$ cat src/wtx_pkg.sv
// constants, types and register map of the inductive power transmitter controller
package wtx_pkg;

    typedef logic signed [21:0] wtx_wide_t;

    // clock and probe timing
    localparam int CLK_MHZ       = 50;
    localparam int PING_WIN_US   = 70;
    localparam int PING_WIN_CYC  = PING_WIN_US * CLK_MHZ;
    localparam int PING_GAP_US   = 40;
    localparam int PING_GAP_CYC  = PING_GAP_US * CLK_MHZ;
    localparam int TMR_W         = 13;

    // operating frequency in hz
    localparam wtx_wide_t F_PING_HI   = 22'h02BF20;
    localparam wtx_wide_t F_PING_LO   = 22'h027100;
    localparam wtx_wide_t F_PING_STEP = 22'h001388;
    localparam wtx_wide_t F_MIN       = 22'h01ADB0;
    localparam wtx_wide_t F_MAX       = 22'h0320C8;

    // inverter supply in 0.5 mV units
    localparam wtx_wide_t V_PING      = 22'h005DC0;
    localparam wtx_wide_t V_MIN       = 22'h001388;
    localparam wtx_wide_t V_MAX       = 22'h0059D8;

    // duty cycle in 0.1 percent units
    localparam wtx_wide_t D_MIN       = 22'h000000;
    localparam wtx_wide_t D_MAX       = 22'h0001F4;

    // pid gains and output limits
    localparam wtx_wide_t KP          = 22'h000001;
    localparam wtx_wide_t LIM_FREQ    = 22'h004E20;
    localparam wtx_wide_t LIM_VOLT    = 22'h0005DC;
    localparam wtx_wide_t LIM_DUTY    = 22'h004E20;

    // register offsets
    localparam logic [7:0] OFS_CTRL   = 8'h00;
    localparam logic [7:0] OFS_STATUS = 8'h04;
    localparam logic [7:0] OFS_SS_MIN = 8'h08;
    localparam logic [7:0] OFS_FREQ   = 8'h0C;
    localparam logic [7:0] OFS_VOLT   = 8'h10;
    localparam logic [7:0] OFS_DUTY   = 8'h14;
    localparam logic [7:0] OFS_CUR    = 8'h18;

    // field positions and reset values
    localparam int CTRL_EN_BIT        = 0;
    localparam int ST_FAIL_BIT        = 6;
    localparam int ST_CFG_BIT         = 7;
    localparam logic [7:0] SS_MIN_RST = 8'h01;

    typedef enum logic [3:0] {
        ST_IDLE = 4'h1,
        ST_PING = 4'h2,
        ST_GAP  = 4'h4,
        ST_XFER = 4'h8
    } wtx_state_e;

    typedef enum logic [1:0] {
        PATH_FREQ = 2'h0,
        PATH_VOLT = 2'h1,
        PATH_DUTY = 2'h2
    } wtx_path_e;

endpackage

$ cat src/wtx_power_ctrl.sv
// digital control unit of the inductive power transmitter
//
// Function
// - probe starts between 160 and 180 kHz with inverter supply at 12.0 V
// - no signal strength packet after probe: power signal is removed
// - retries go consecutively lower in probe range until acceptable strength
// - transfer keeps frequency 110 to 205 kHz at 50 percent duty
// - duty below 50 percent only while frequency sits at 205 kHz
// - inverter supply 2.5 to 11.5 V with 10 mV or finer steps
// - higher inverter supply means more transferred power
// - pid loop controls frequency, supply voltage or duty cycle
// - frequency first; voltage or duty only at frequency range ends
// - coil current amplitude measured at 7 mA or finer as feedback
// - frequency loop: gain 1, output limit 20000, step 1 Hz
// - voltage loop: gain 1, output limit 1500, step 0.5 mV
// - duty loop: gain 1, output limit 20000, step 0.1 percent
//
// Design decisions made here: the placing of the registers and the APB register port.
`timescale 1ns/1ps
module wtx_power_ctrl
    import wtx_pkg::*;
(
    // clock, reset, enable
    input  wire logic        clk_sys,
    input  wire logic        rst_n,
    input  wire logic        clk_en,
    // apb slave
    input  wire logic        psel,
    input  wire logic        penable,
    input  wire logic        pwrite,
    input  wire logic [7:0]  paddr,
    input  wire logic [31:0] pwdata,
    output logic [31:0]      prdata,
    output logic             pready,
    output logic             pslverr,
    // decoded receiver packets
    input  wire logic        pkt_ss_valid,
    input  wire logic [7:0]  pkt_ss_value,
    input  wire logic        pkt_ce_valid,
    input  wire logic [7:0]  pkt_ce_value,
    input  wire logic        pkt_cfg_valid,
    input  wire logic        pkt_cfg_res_sens_dis,
    // current sense, 1 mA per lsb
    input  wire logic [11:0] coil_current_ma,
    // inverter drive
    output logic             power_on,
    output logic [17:0]      operating_frequency,
    output logic [15:0]      inverter_voltage,
    output logic [9:0]       duty_cycle
);

    wtx_state_e        state_ff;
    wtx_state_e        nxt_state;
    wtx_path_e         path_ff;
    wtx_path_e         nxt_path;
    logic [17:0]       freq_ff;
    logic [15:0]       volt_ff;
    logic [9:0]        duty_ff;
    logic [TMR_W-1:0]  tmr_ff;
    logic              en_ff;
    logic [7:0]        ss_min_ff;
    logic              fail_ff;
    logic              cfg_err_ff;
    logic [31:0]       prdata_ff;
    logic              slverr_ff;

    wtx_wide_t         freq_w;
    wtx_wide_t         volt_w;
    wtx_wide_t         duty_w;
    wtx_wide_t         err;
    wtx_wide_t         pid;
    wtx_wide_t         lim;
    wtx_wide_t         nxt_freq;
    wtx_wide_t         nxt_volt;
    wtx_wide_t         nxt_duty;
    logic signed [20:0] prod;

    logic              setup;
    logic              wr_acc;
    logic              ss_ok;
    logic              tmr_done;
    logic              mapped;

    function automatic wtx_wide_t clamp(input wtx_wide_t v, input wtx_wide_t lo,
                                        input wtx_wide_t hi);
        clamp = (v < lo) ? lo : ((v > hi) ? hi : v);
    endfunction

    assign freq_w   = wtx_wide_t'({4'h0, freq_ff});
    assign volt_w   = wtx_wide_t'({6'h00, volt_ff});
    assign duty_w   = wtx_wide_t'({12'h000, duty_ff});
    assign setup    = psel & ~penable;
    assign wr_acc   = psel & penable & pwrite & clk_en;
    assign ss_ok    = pkt_ss_valid & (pkt_ss_value >= ss_min_ff);
    assign tmr_done = (tmr_ff == '0);

    // control error turned into current error, then proportional term
    always_comb begin
        prod = $signed({1'b0, coil_current_ma, 8'h00}) >>> 8;
        prod = prod * $signed({{13{pkt_ce_value[7]}}, pkt_ce_value});
        err  = wtx_wide_t'(prod >>> 7);
        pid  = err * KP;
    end

    // path choice: frequency first, voltage or duty only at range ends
    always_comb begin
        if (err > 0) begin
            if (duty_w < D_MAX) begin
                nxt_path = PATH_DUTY;
            end else if (freq_w > F_MIN) begin
                nxt_path = PATH_FREQ;
            end else begin
                nxt_path = PATH_VOLT;
            end
        end else begin
            if (freq_w < F_MAX) begin
                nxt_path = PATH_FREQ;
            end else if (volt_w > V_MIN) begin
                nxt_path = PATH_VOLT;
            end else begin
                nxt_path = PATH_DUTY;
            end
        end
    end

    // controlled variable update for the chosen path
    always_comb begin
        nxt_freq = freq_w;
        nxt_volt = volt_w;
        nxt_duty = duty_w;
        lim      = LIM_FREQ;
        unique case (nxt_path)
            PATH_FREQ: begin
                lim      = LIM_FREQ;
                nxt_freq = clamp(freq_w - clamp(pid, -lim, lim), F_MIN, F_MAX);
            end
            PATH_VOLT: begin
                lim      = LIM_VOLT;
                nxt_volt = clamp(volt_w + clamp(pid, -lim, lim), V_MIN, V_MAX);
            end
            PATH_DUTY: begin
                lim      = LIM_DUTY;
                nxt_duty = clamp(duty_w + clamp(pid, -lim, lim), D_MIN, D_MAX);
            end
            default: begin
                lim      = LIM_FREQ;
            end
        endcase
    end

    // probe and transfer sequence
    always_comb begin
        nxt_state = state_ff;
        unique case (state_ff)
            ST_IDLE: if (en_ff) nxt_state = ST_PING;
            ST_PING: begin
                if (!en_ff) begin
                    nxt_state = ST_IDLE;
                end else if (ss_ok) begin
                    nxt_state = ST_XFER;
                end else if (tmr_done) begin
                    nxt_state = (freq_w > F_PING_LO) ? ST_GAP : ST_IDLE;
                end
            end
            ST_GAP: begin
                if (!en_ff) begin
                    nxt_state = ST_IDLE;
                end else if (tmr_done) begin
                    nxt_state = ST_PING;
                end
            end
            ST_XFER: if (!en_ff) nxt_state = ST_IDLE;
            default: nxt_state = ST_IDLE;
        endcase
    end

    always_ff @(posedge clk_sys) begin
        if (!rst_n) begin
            state_ff <= ST_IDLE;
        end else if (clk_en) begin
            state_ff <= nxt_state;
        end
    end

    // probe window and gap timer
    always_ff @(posedge clk_sys) begin
        if (!rst_n) begin
            tmr_ff <= '0;
        end else if (clk_en) begin
            if (nxt_state == ST_PING && state_ff != ST_PING) begin
                tmr_ff <= TMR_W'(PING_WIN_CYC - 1);
            end else if (nxt_state == ST_GAP && state_ff != ST_GAP) begin
                tmr_ff <= TMR_W'(PING_GAP_CYC - 1);
            end else if (!tmr_done) begin
                tmr_ff <= tmr_ff - 1'b1;
            end
        end
    end

    // operating point registers
    always_ff @(posedge clk_sys) begin
        if (!rst_n) begin
            freq_ff <= F_PING_HI[17:0];
            volt_ff <= V_PING[15:0];
            duty_ff <= D_MAX[9:0];
            path_ff <= PATH_FREQ;
        end else if (clk_en) begin
            if (state_ff == ST_IDLE && nxt_state == ST_PING) begin
                freq_ff <= F_PING_HI[17:0];
                volt_ff <= V_PING[15:0];
                duty_ff <= D_MAX[9:0];
            end else if (state_ff == ST_GAP && nxt_state == ST_PING) begin
                freq_ff <= 18'(clamp(freq_w - F_PING_STEP, F_PING_LO, F_PING_HI));
            end else if (state_ff == ST_PING && nxt_state == ST_XFER) begin
                volt_ff <= V_MAX[15:0];
                duty_ff <= D_MAX[9:0];
            end else if (state_ff == ST_XFER && pkt_ce_valid) begin
                freq_ff <= nxt_freq[17:0];
                volt_ff <= nxt_volt[15:0];
                duty_ff <= nxt_duty[9:0];
                path_ff <= nxt_path;
            end
        end
    end

    // inverter drive outputs, power removed outside probe and transfer
    always_ff @(posedge clk_sys) begin
        if (!rst_n) begin
            power_on <= 1'b0;
        end else if (clk_en) begin
            power_on <= (nxt_state == ST_PING) || (nxt_state == ST_XFER);
        end
    end

    assign operating_frequency = freq_ff;
    assign inverter_voltage    = volt_ff;
    assign duty_cycle          = duty_ff;

    // control and threshold registers
    always_ff @(posedge clk_sys) begin
        if (!rst_n) begin
            en_ff     <= 1'b0;
            ss_min_ff <= SS_MIN_RST;
        end else if (wr_acc) begin
            if (paddr == OFS_CTRL) en_ff <= pwdata[CTRL_EN_BIT];
            if (paddr == OFS_SS_MIN) ss_min_ff <= pwdata[7:0];
        end
    end

    // sticky flags, hardware set wins over write-one-to-clear
    always_ff @(posedge clk_sys) begin
        if (!rst_n) begin
            fail_ff    <= 1'b0;
            cfg_err_ff <= 1'b0;
        end else if (clk_en) begin
            if (state_ff == ST_PING && nxt_state == ST_IDLE && en_ff) begin
                fail_ff <= 1'b1;
            end else if (wr_acc && paddr == OFS_STATUS && pwdata[ST_FAIL_BIT]) begin
                fail_ff <= 1'b0;
            end
            if (pkt_cfg_valid && pkt_cfg_res_sens_dis) begin
                cfg_err_ff <= 1'b1;
            end else if (wr_acc && paddr == OFS_STATUS && pwdata[ST_CFG_BIT]) begin
                cfg_err_ff <= 1'b0;
            end
        end
    end

    // apb read data captured in the setup cycle, zero wait answer
    always_comb begin
        mapped = 1'b1;
        unique case (paddr)
            OFS_CTRL, OFS_STATUS, OFS_SS_MIN, OFS_FREQ, OFS_VOLT, OFS_DUTY, OFS_CUR: ;
            default: mapped = 1'b0;
        endcase
    end

    always_ff @(posedge clk_sys) begin
        if (!rst_n) begin
            prdata_ff <= 32'h0000_0000;
            slverr_ff <= 1'b0;
        end else if (clk_en && setup) begin
            slverr_ff <= ~mapped;
            unique case (paddr)
                OFS_CTRL:   prdata_ff <= {31'h0000_0000, en_ff};
                OFS_STATUS: prdata_ff <= {24'h00_0000, cfg_err_ff, fail_ff, path_ff, state_ff};
                OFS_SS_MIN: prdata_ff <= {24'h00_0000, ss_min_ff};
                OFS_FREQ:   prdata_ff <= {14'h0000, freq_ff};
                OFS_VOLT:   prdata_ff <= {16'h0000, volt_ff};
                OFS_DUTY:   prdata_ff <= {22'h00_0000, duty_ff};
                OFS_CUR:    prdata_ff <= {20'h0_0000, coil_current_ma};
                default:    prdata_ff <= 32'h0000_0000;
            endcase
        end
    end

    assign prdata  = prdata_ff;
    assign pready  = 1'b1;
    assign pslverr = slverr_ff & psel & penable;

endmodule

$ cat config.mk
export PLATFORM = sky130hd
export DESIGN_NAME = wtx_power_ctrl
export DESIGN_NICKNAME = d
export VERILOG_FILES = /design/src/wtx_pkg.sv /design/src/wtx_power_ctrl.sv
export SDC_FILE = /design/constraint.sdc
export NUM_CORES = 1
export LEC_CHECK = 0
export BUFFER_PORTS_ARGS = -buffer_cell sky130_fd_sc_hd__buf_2
export CAP_MARGIN = 20
export CORE_MARGIN = 2
export CORE_UTILIZATION = 60
export CTS_CLUSTER_SIZE = 25
export DETAILED_ROUTE_END_ITERATION = 8
export PLACE_DENSITY_LB_ADDON = 0.2
export SYNTH_ARGS = -nofsm -noshare
export SYNTH_HDL_FRONTEND = slang
export SYNTH_SLANG_ARGS = --single-unit
$ cat constraint.sdc
create_clock -name clk_sys -period 9.45 [get_ports clk_sys]
set_input_delay 0.4725 -clock clk_sys [delete_from_list [all_inputs] [get_ports clk_sys]]
set_output_delay 0.4725 -clock clk_sys [all_outputs]
set_load 0.05 [all_outputs]
==> flow_metrics.py <==
metrics = {
    "status": {
        "status": "finished, final reports clean",
    },
    "route": {
        "first_iter_violations": 1169,
        "drt_first_pass_iters": 6,
        "drc": 0,
        "wl_um": 36200,
        "ant_nets": 0,
        "wl_per_cell_um": 19.5,
        "vias": 11861,
        "post_drt_via_cell_ratio": 6.39,
    },
    "clocking": {
        "cts_hold_buf": 0,
        "root_buffer": "clkbuf_16",
        "cts_tree": "done",
        "clk_pin_slew_ps": 70,
        "clk_latency_ps": 360,
        "cts_buffers": 9,
        "clock_path_buffers": 2,
        "clkSinkCount": 94,
        "h-tree-depth": 3,
    },
    "timing": {
        "tightest_slew_ps": 1060,
        "max_freq_ghz": 0.113,
        "setup_viol": 0,
        "hold_viol": 0,
        "fin_crit_sh_pct": 93.7,
        "timing.setup.tns_ps": 0,
        "rsz0062_at_grt": "no",
        "min_period_ps": 8860,
        "slew_viol_final": 0,
        "max-slew-margin-rel_pct": 29.2,
        "skew_ps": 8.37,
        "fin_ws_ps": 591,
        "timing.hold.ws_ps": 353,
    },
    "worst_setup_path": {
        "crit_type": "primary input to flop",
        "rrSetupSlack_ps": 5000,
        "critical_path.max_fanout": 11,
        "start_kind": "primary input",
        "rr_worst_depth": 14,
        "critical_path.max_stage_delay_ps": 540,
        "critPathSlowestCell": "fa_1",
        "cp_data_arrival_time_ps": 9100,
        "cp.required_ps": 9690,
        "reg2reg_from": "operating_frequency[0]$_SDFFE_PN0P_",
        "reg2reg_to": "operating_frequency[1]$_SDFFE_PN0P_",
        "crit_path_end_kind": "flop",
    },
    "placement": {
        "finalWeightedCongestion": 0.970,
        "port_buffers": 117,
        "dpl.hpwl_um": 28100,
        "placed_cells": 1840,
        "dp_slack_ps": 352,
    },
    "floorplanning": {
        "die_y_um": 144,
        "core-area_mm2": 0.0193,
        "initial_core_util_pct": 60.9,
        "fp.dieArea_mm2": 0.0208,
        "ioPinCount": 157,
        "chipWidth_um": 144,
        "num_rows": 51,
    },
    "global_route": {
        "overflow": 0,
        "grt_pass1_wl_um": 56500,
        "grt_pass1_vias": 10834,
        "antenna_found_initial": 0,
        "grt_use_total_pct": 34.3,
        "grt_start_max_net_pins": 57,
    },
    "pwr": {
        "power.internal_w": 0.00216,
        "p_comb_share_pct": 82.2,
        "switching_share_pct": 54.1,
        "ir_worst_vdd_uv": 209,
        "power.density_mw_per_mm2": 368,
        "power.total_w": 0.00470,
        "switchingPower_w": 0.00255,
        "p_seq_share_pct": 9.7,
        "power.clock.fraction_pct": 8.2,
        "leakagePower_nw": 5.70,
    },
    "layout": {
        "nFillCells": 1745,
        "layout_common_cells": "inv_1 (140), nor2_1 (137), a21oi_1 (117), buf_2 (117), nand2_1 (103)",
        "layout.nets": 1826,
        "diodes": 0,
        "area_delta_synth_final_pct": 8.50,
        "stdcell_count": 1856,
        "final_common_cell": "inv_1",
        "drive_gt1_share_pct": 12.6,
    },
    "worst_hold_path": {
        "hold_end": "ss_min_ff[0]$_SDFFE_PN1P_",
        "worstHoldPathType": "primary input to flop",
        "min_path_cells": 3,
        "worstHoldStart": "pwdata[0]",
    },
    "synthesis": {
        "synthArstFlopShare_pct": 0,
        "syn-mean-instance-area_um2": 7.79,
        "synth-seq-area-share_pct": 16.0,
        "synth_area_mm2": 0.0118,
        "ys_warn_count": 0,
        "synthDistinctLibCells": 101,
        "ys_seq_elements": 94,
        "synthFlopType": "dfxtp_1",
        "syn_inst": 1511,
        "synth_edf_count": 0,
    },
    "flow_run": {
        "maxCapViolCount": 0,
    },
}
-- worst max-delay path by stage --
| stage | cells past startpoint | from | slack, ps | to |
|---|---|---|---|---|
| 2_1_floorplan | 32 | pkt_ce_value[6] | 1410 | inverter_voltage[12]$_SDFFE_PN1P_ |
| 3_3_place_gp | 33 | pkt_ce_value[7] | 460 | inverter_voltage[7]$_SDFFE_PN1P_ |
| 3_5_place_dp | 33 | pkt_ce_value[7] | 350 | inverter_voltage[8]$_SDFFE_PN1P_ |
| 4_1_cts | 33 | pkt_ce_value[7] | 680 | inverter_voltage[8]$_SDFFE_PN1P_ |
| 5_1_grt | 33 | pkt_ce_value[7] | 30 | inverter_voltage[11]$_SDFFE_PN1P_ |
| 6_report | 35 | pkt_ce_value[7] | 590 | inverter_voltage[8]$_SDFFE_PN1P_ |
-- per-layer routing --
metal  GRT usage, %  routed length [um]  vias up
met3           5.60                3030       88
met2           55.7               16700      593
met1           46.4               15400     5636
li1               -                   -     5544
met5              0                   0        -
met4           11.6                 998        0
-- cell type report --
class                           instances  area [um2]  area share [%]
Sequential cell                        94        1880            14.7
Inverter                              143         539            4.22
Clock buffer                            9         225            1.76
Clock inverter                          7        80.1           0.627
Tap cell                              265         332            2.60
Multi-Input combinational cell       1205        9010            70.5
Timing Repair Buffer                  133         706            5.52
-- cell usage after synthesis, drive strengths merged, types with 36 or more instances --
library cell / count / area, um2
inv: 142 / 536
nor2: 140 / 544
a21oi: 119 / 607
nand2: 103 / 387
ha: 100 / 1250
dfxtp: 94 / 1880
and2: 78 / 488
o21ai: 68 / 344
fa: 62 / 1240
clkbuf: 44 / 165
buf: 38 / 240
nor3: 36 / 195
-- registers in the layout, summed over array words and instances (netlist names), 2 cells and up --
register,flops
operating_frequency,18
prdata,18
inverter_voltage,16
tmr_ff,13
duty_cycle,10
ss_min_ff,8
state_ff,4
path_ff,2
-- critical path: cells and delay by family --
kind	cells	cell delay (ps)
and+or+nand+nor	7	1120
AOI/OAI and AO/OA	12	3190
xor gates and xnor gates	1	220
adders and majority gates	7	3190
buffers and inverters	8	880
-- power by group through the flow --
stage                     Clock (W)  Combinational, W  Sequential, W
after floorplan                   0           0.00292       0.000456
after global placement            0           0.00369       0.000461
after detailed placement          0           0.00374       0.000462
after CTS                  0.000387           0.00377       0.000453
after global routing       0.000403           0.00426       0.000459
final                      0.000384           0.00386       0.000455
-- metrics by stage --
stage               area (um2)  util (%)
floorplan                11800         -
global placement         12400      64.4
detailed placement       12500      64.4
CTS                      12800      66.0
global route             12800      66.1
finish                   12800      66.1
-- repair_timing --
item | 4_1_cts | 5_1_grt
setup endpoints to repair | 0 | 12
buffers inserted | 0 | 0
gates resized for setup | 0 | 4
-- cell families after synthesis --
family                     count (synthesis)  share of synthesized area (%)
AOI/OAI and AO/OA                        445                           26.2
xor gates and xnor gates                  53                           4.19
adders and majority gates                162                           21.2
buffers and inverters                    225                           8.02
DFF                                       94                           16.0
muxes                                     31                           2.70
other                                      2                         0.0638
and+or+nand+nor                          499                           21.7
No activity file was read; power rests on OpenSTA's default activity.
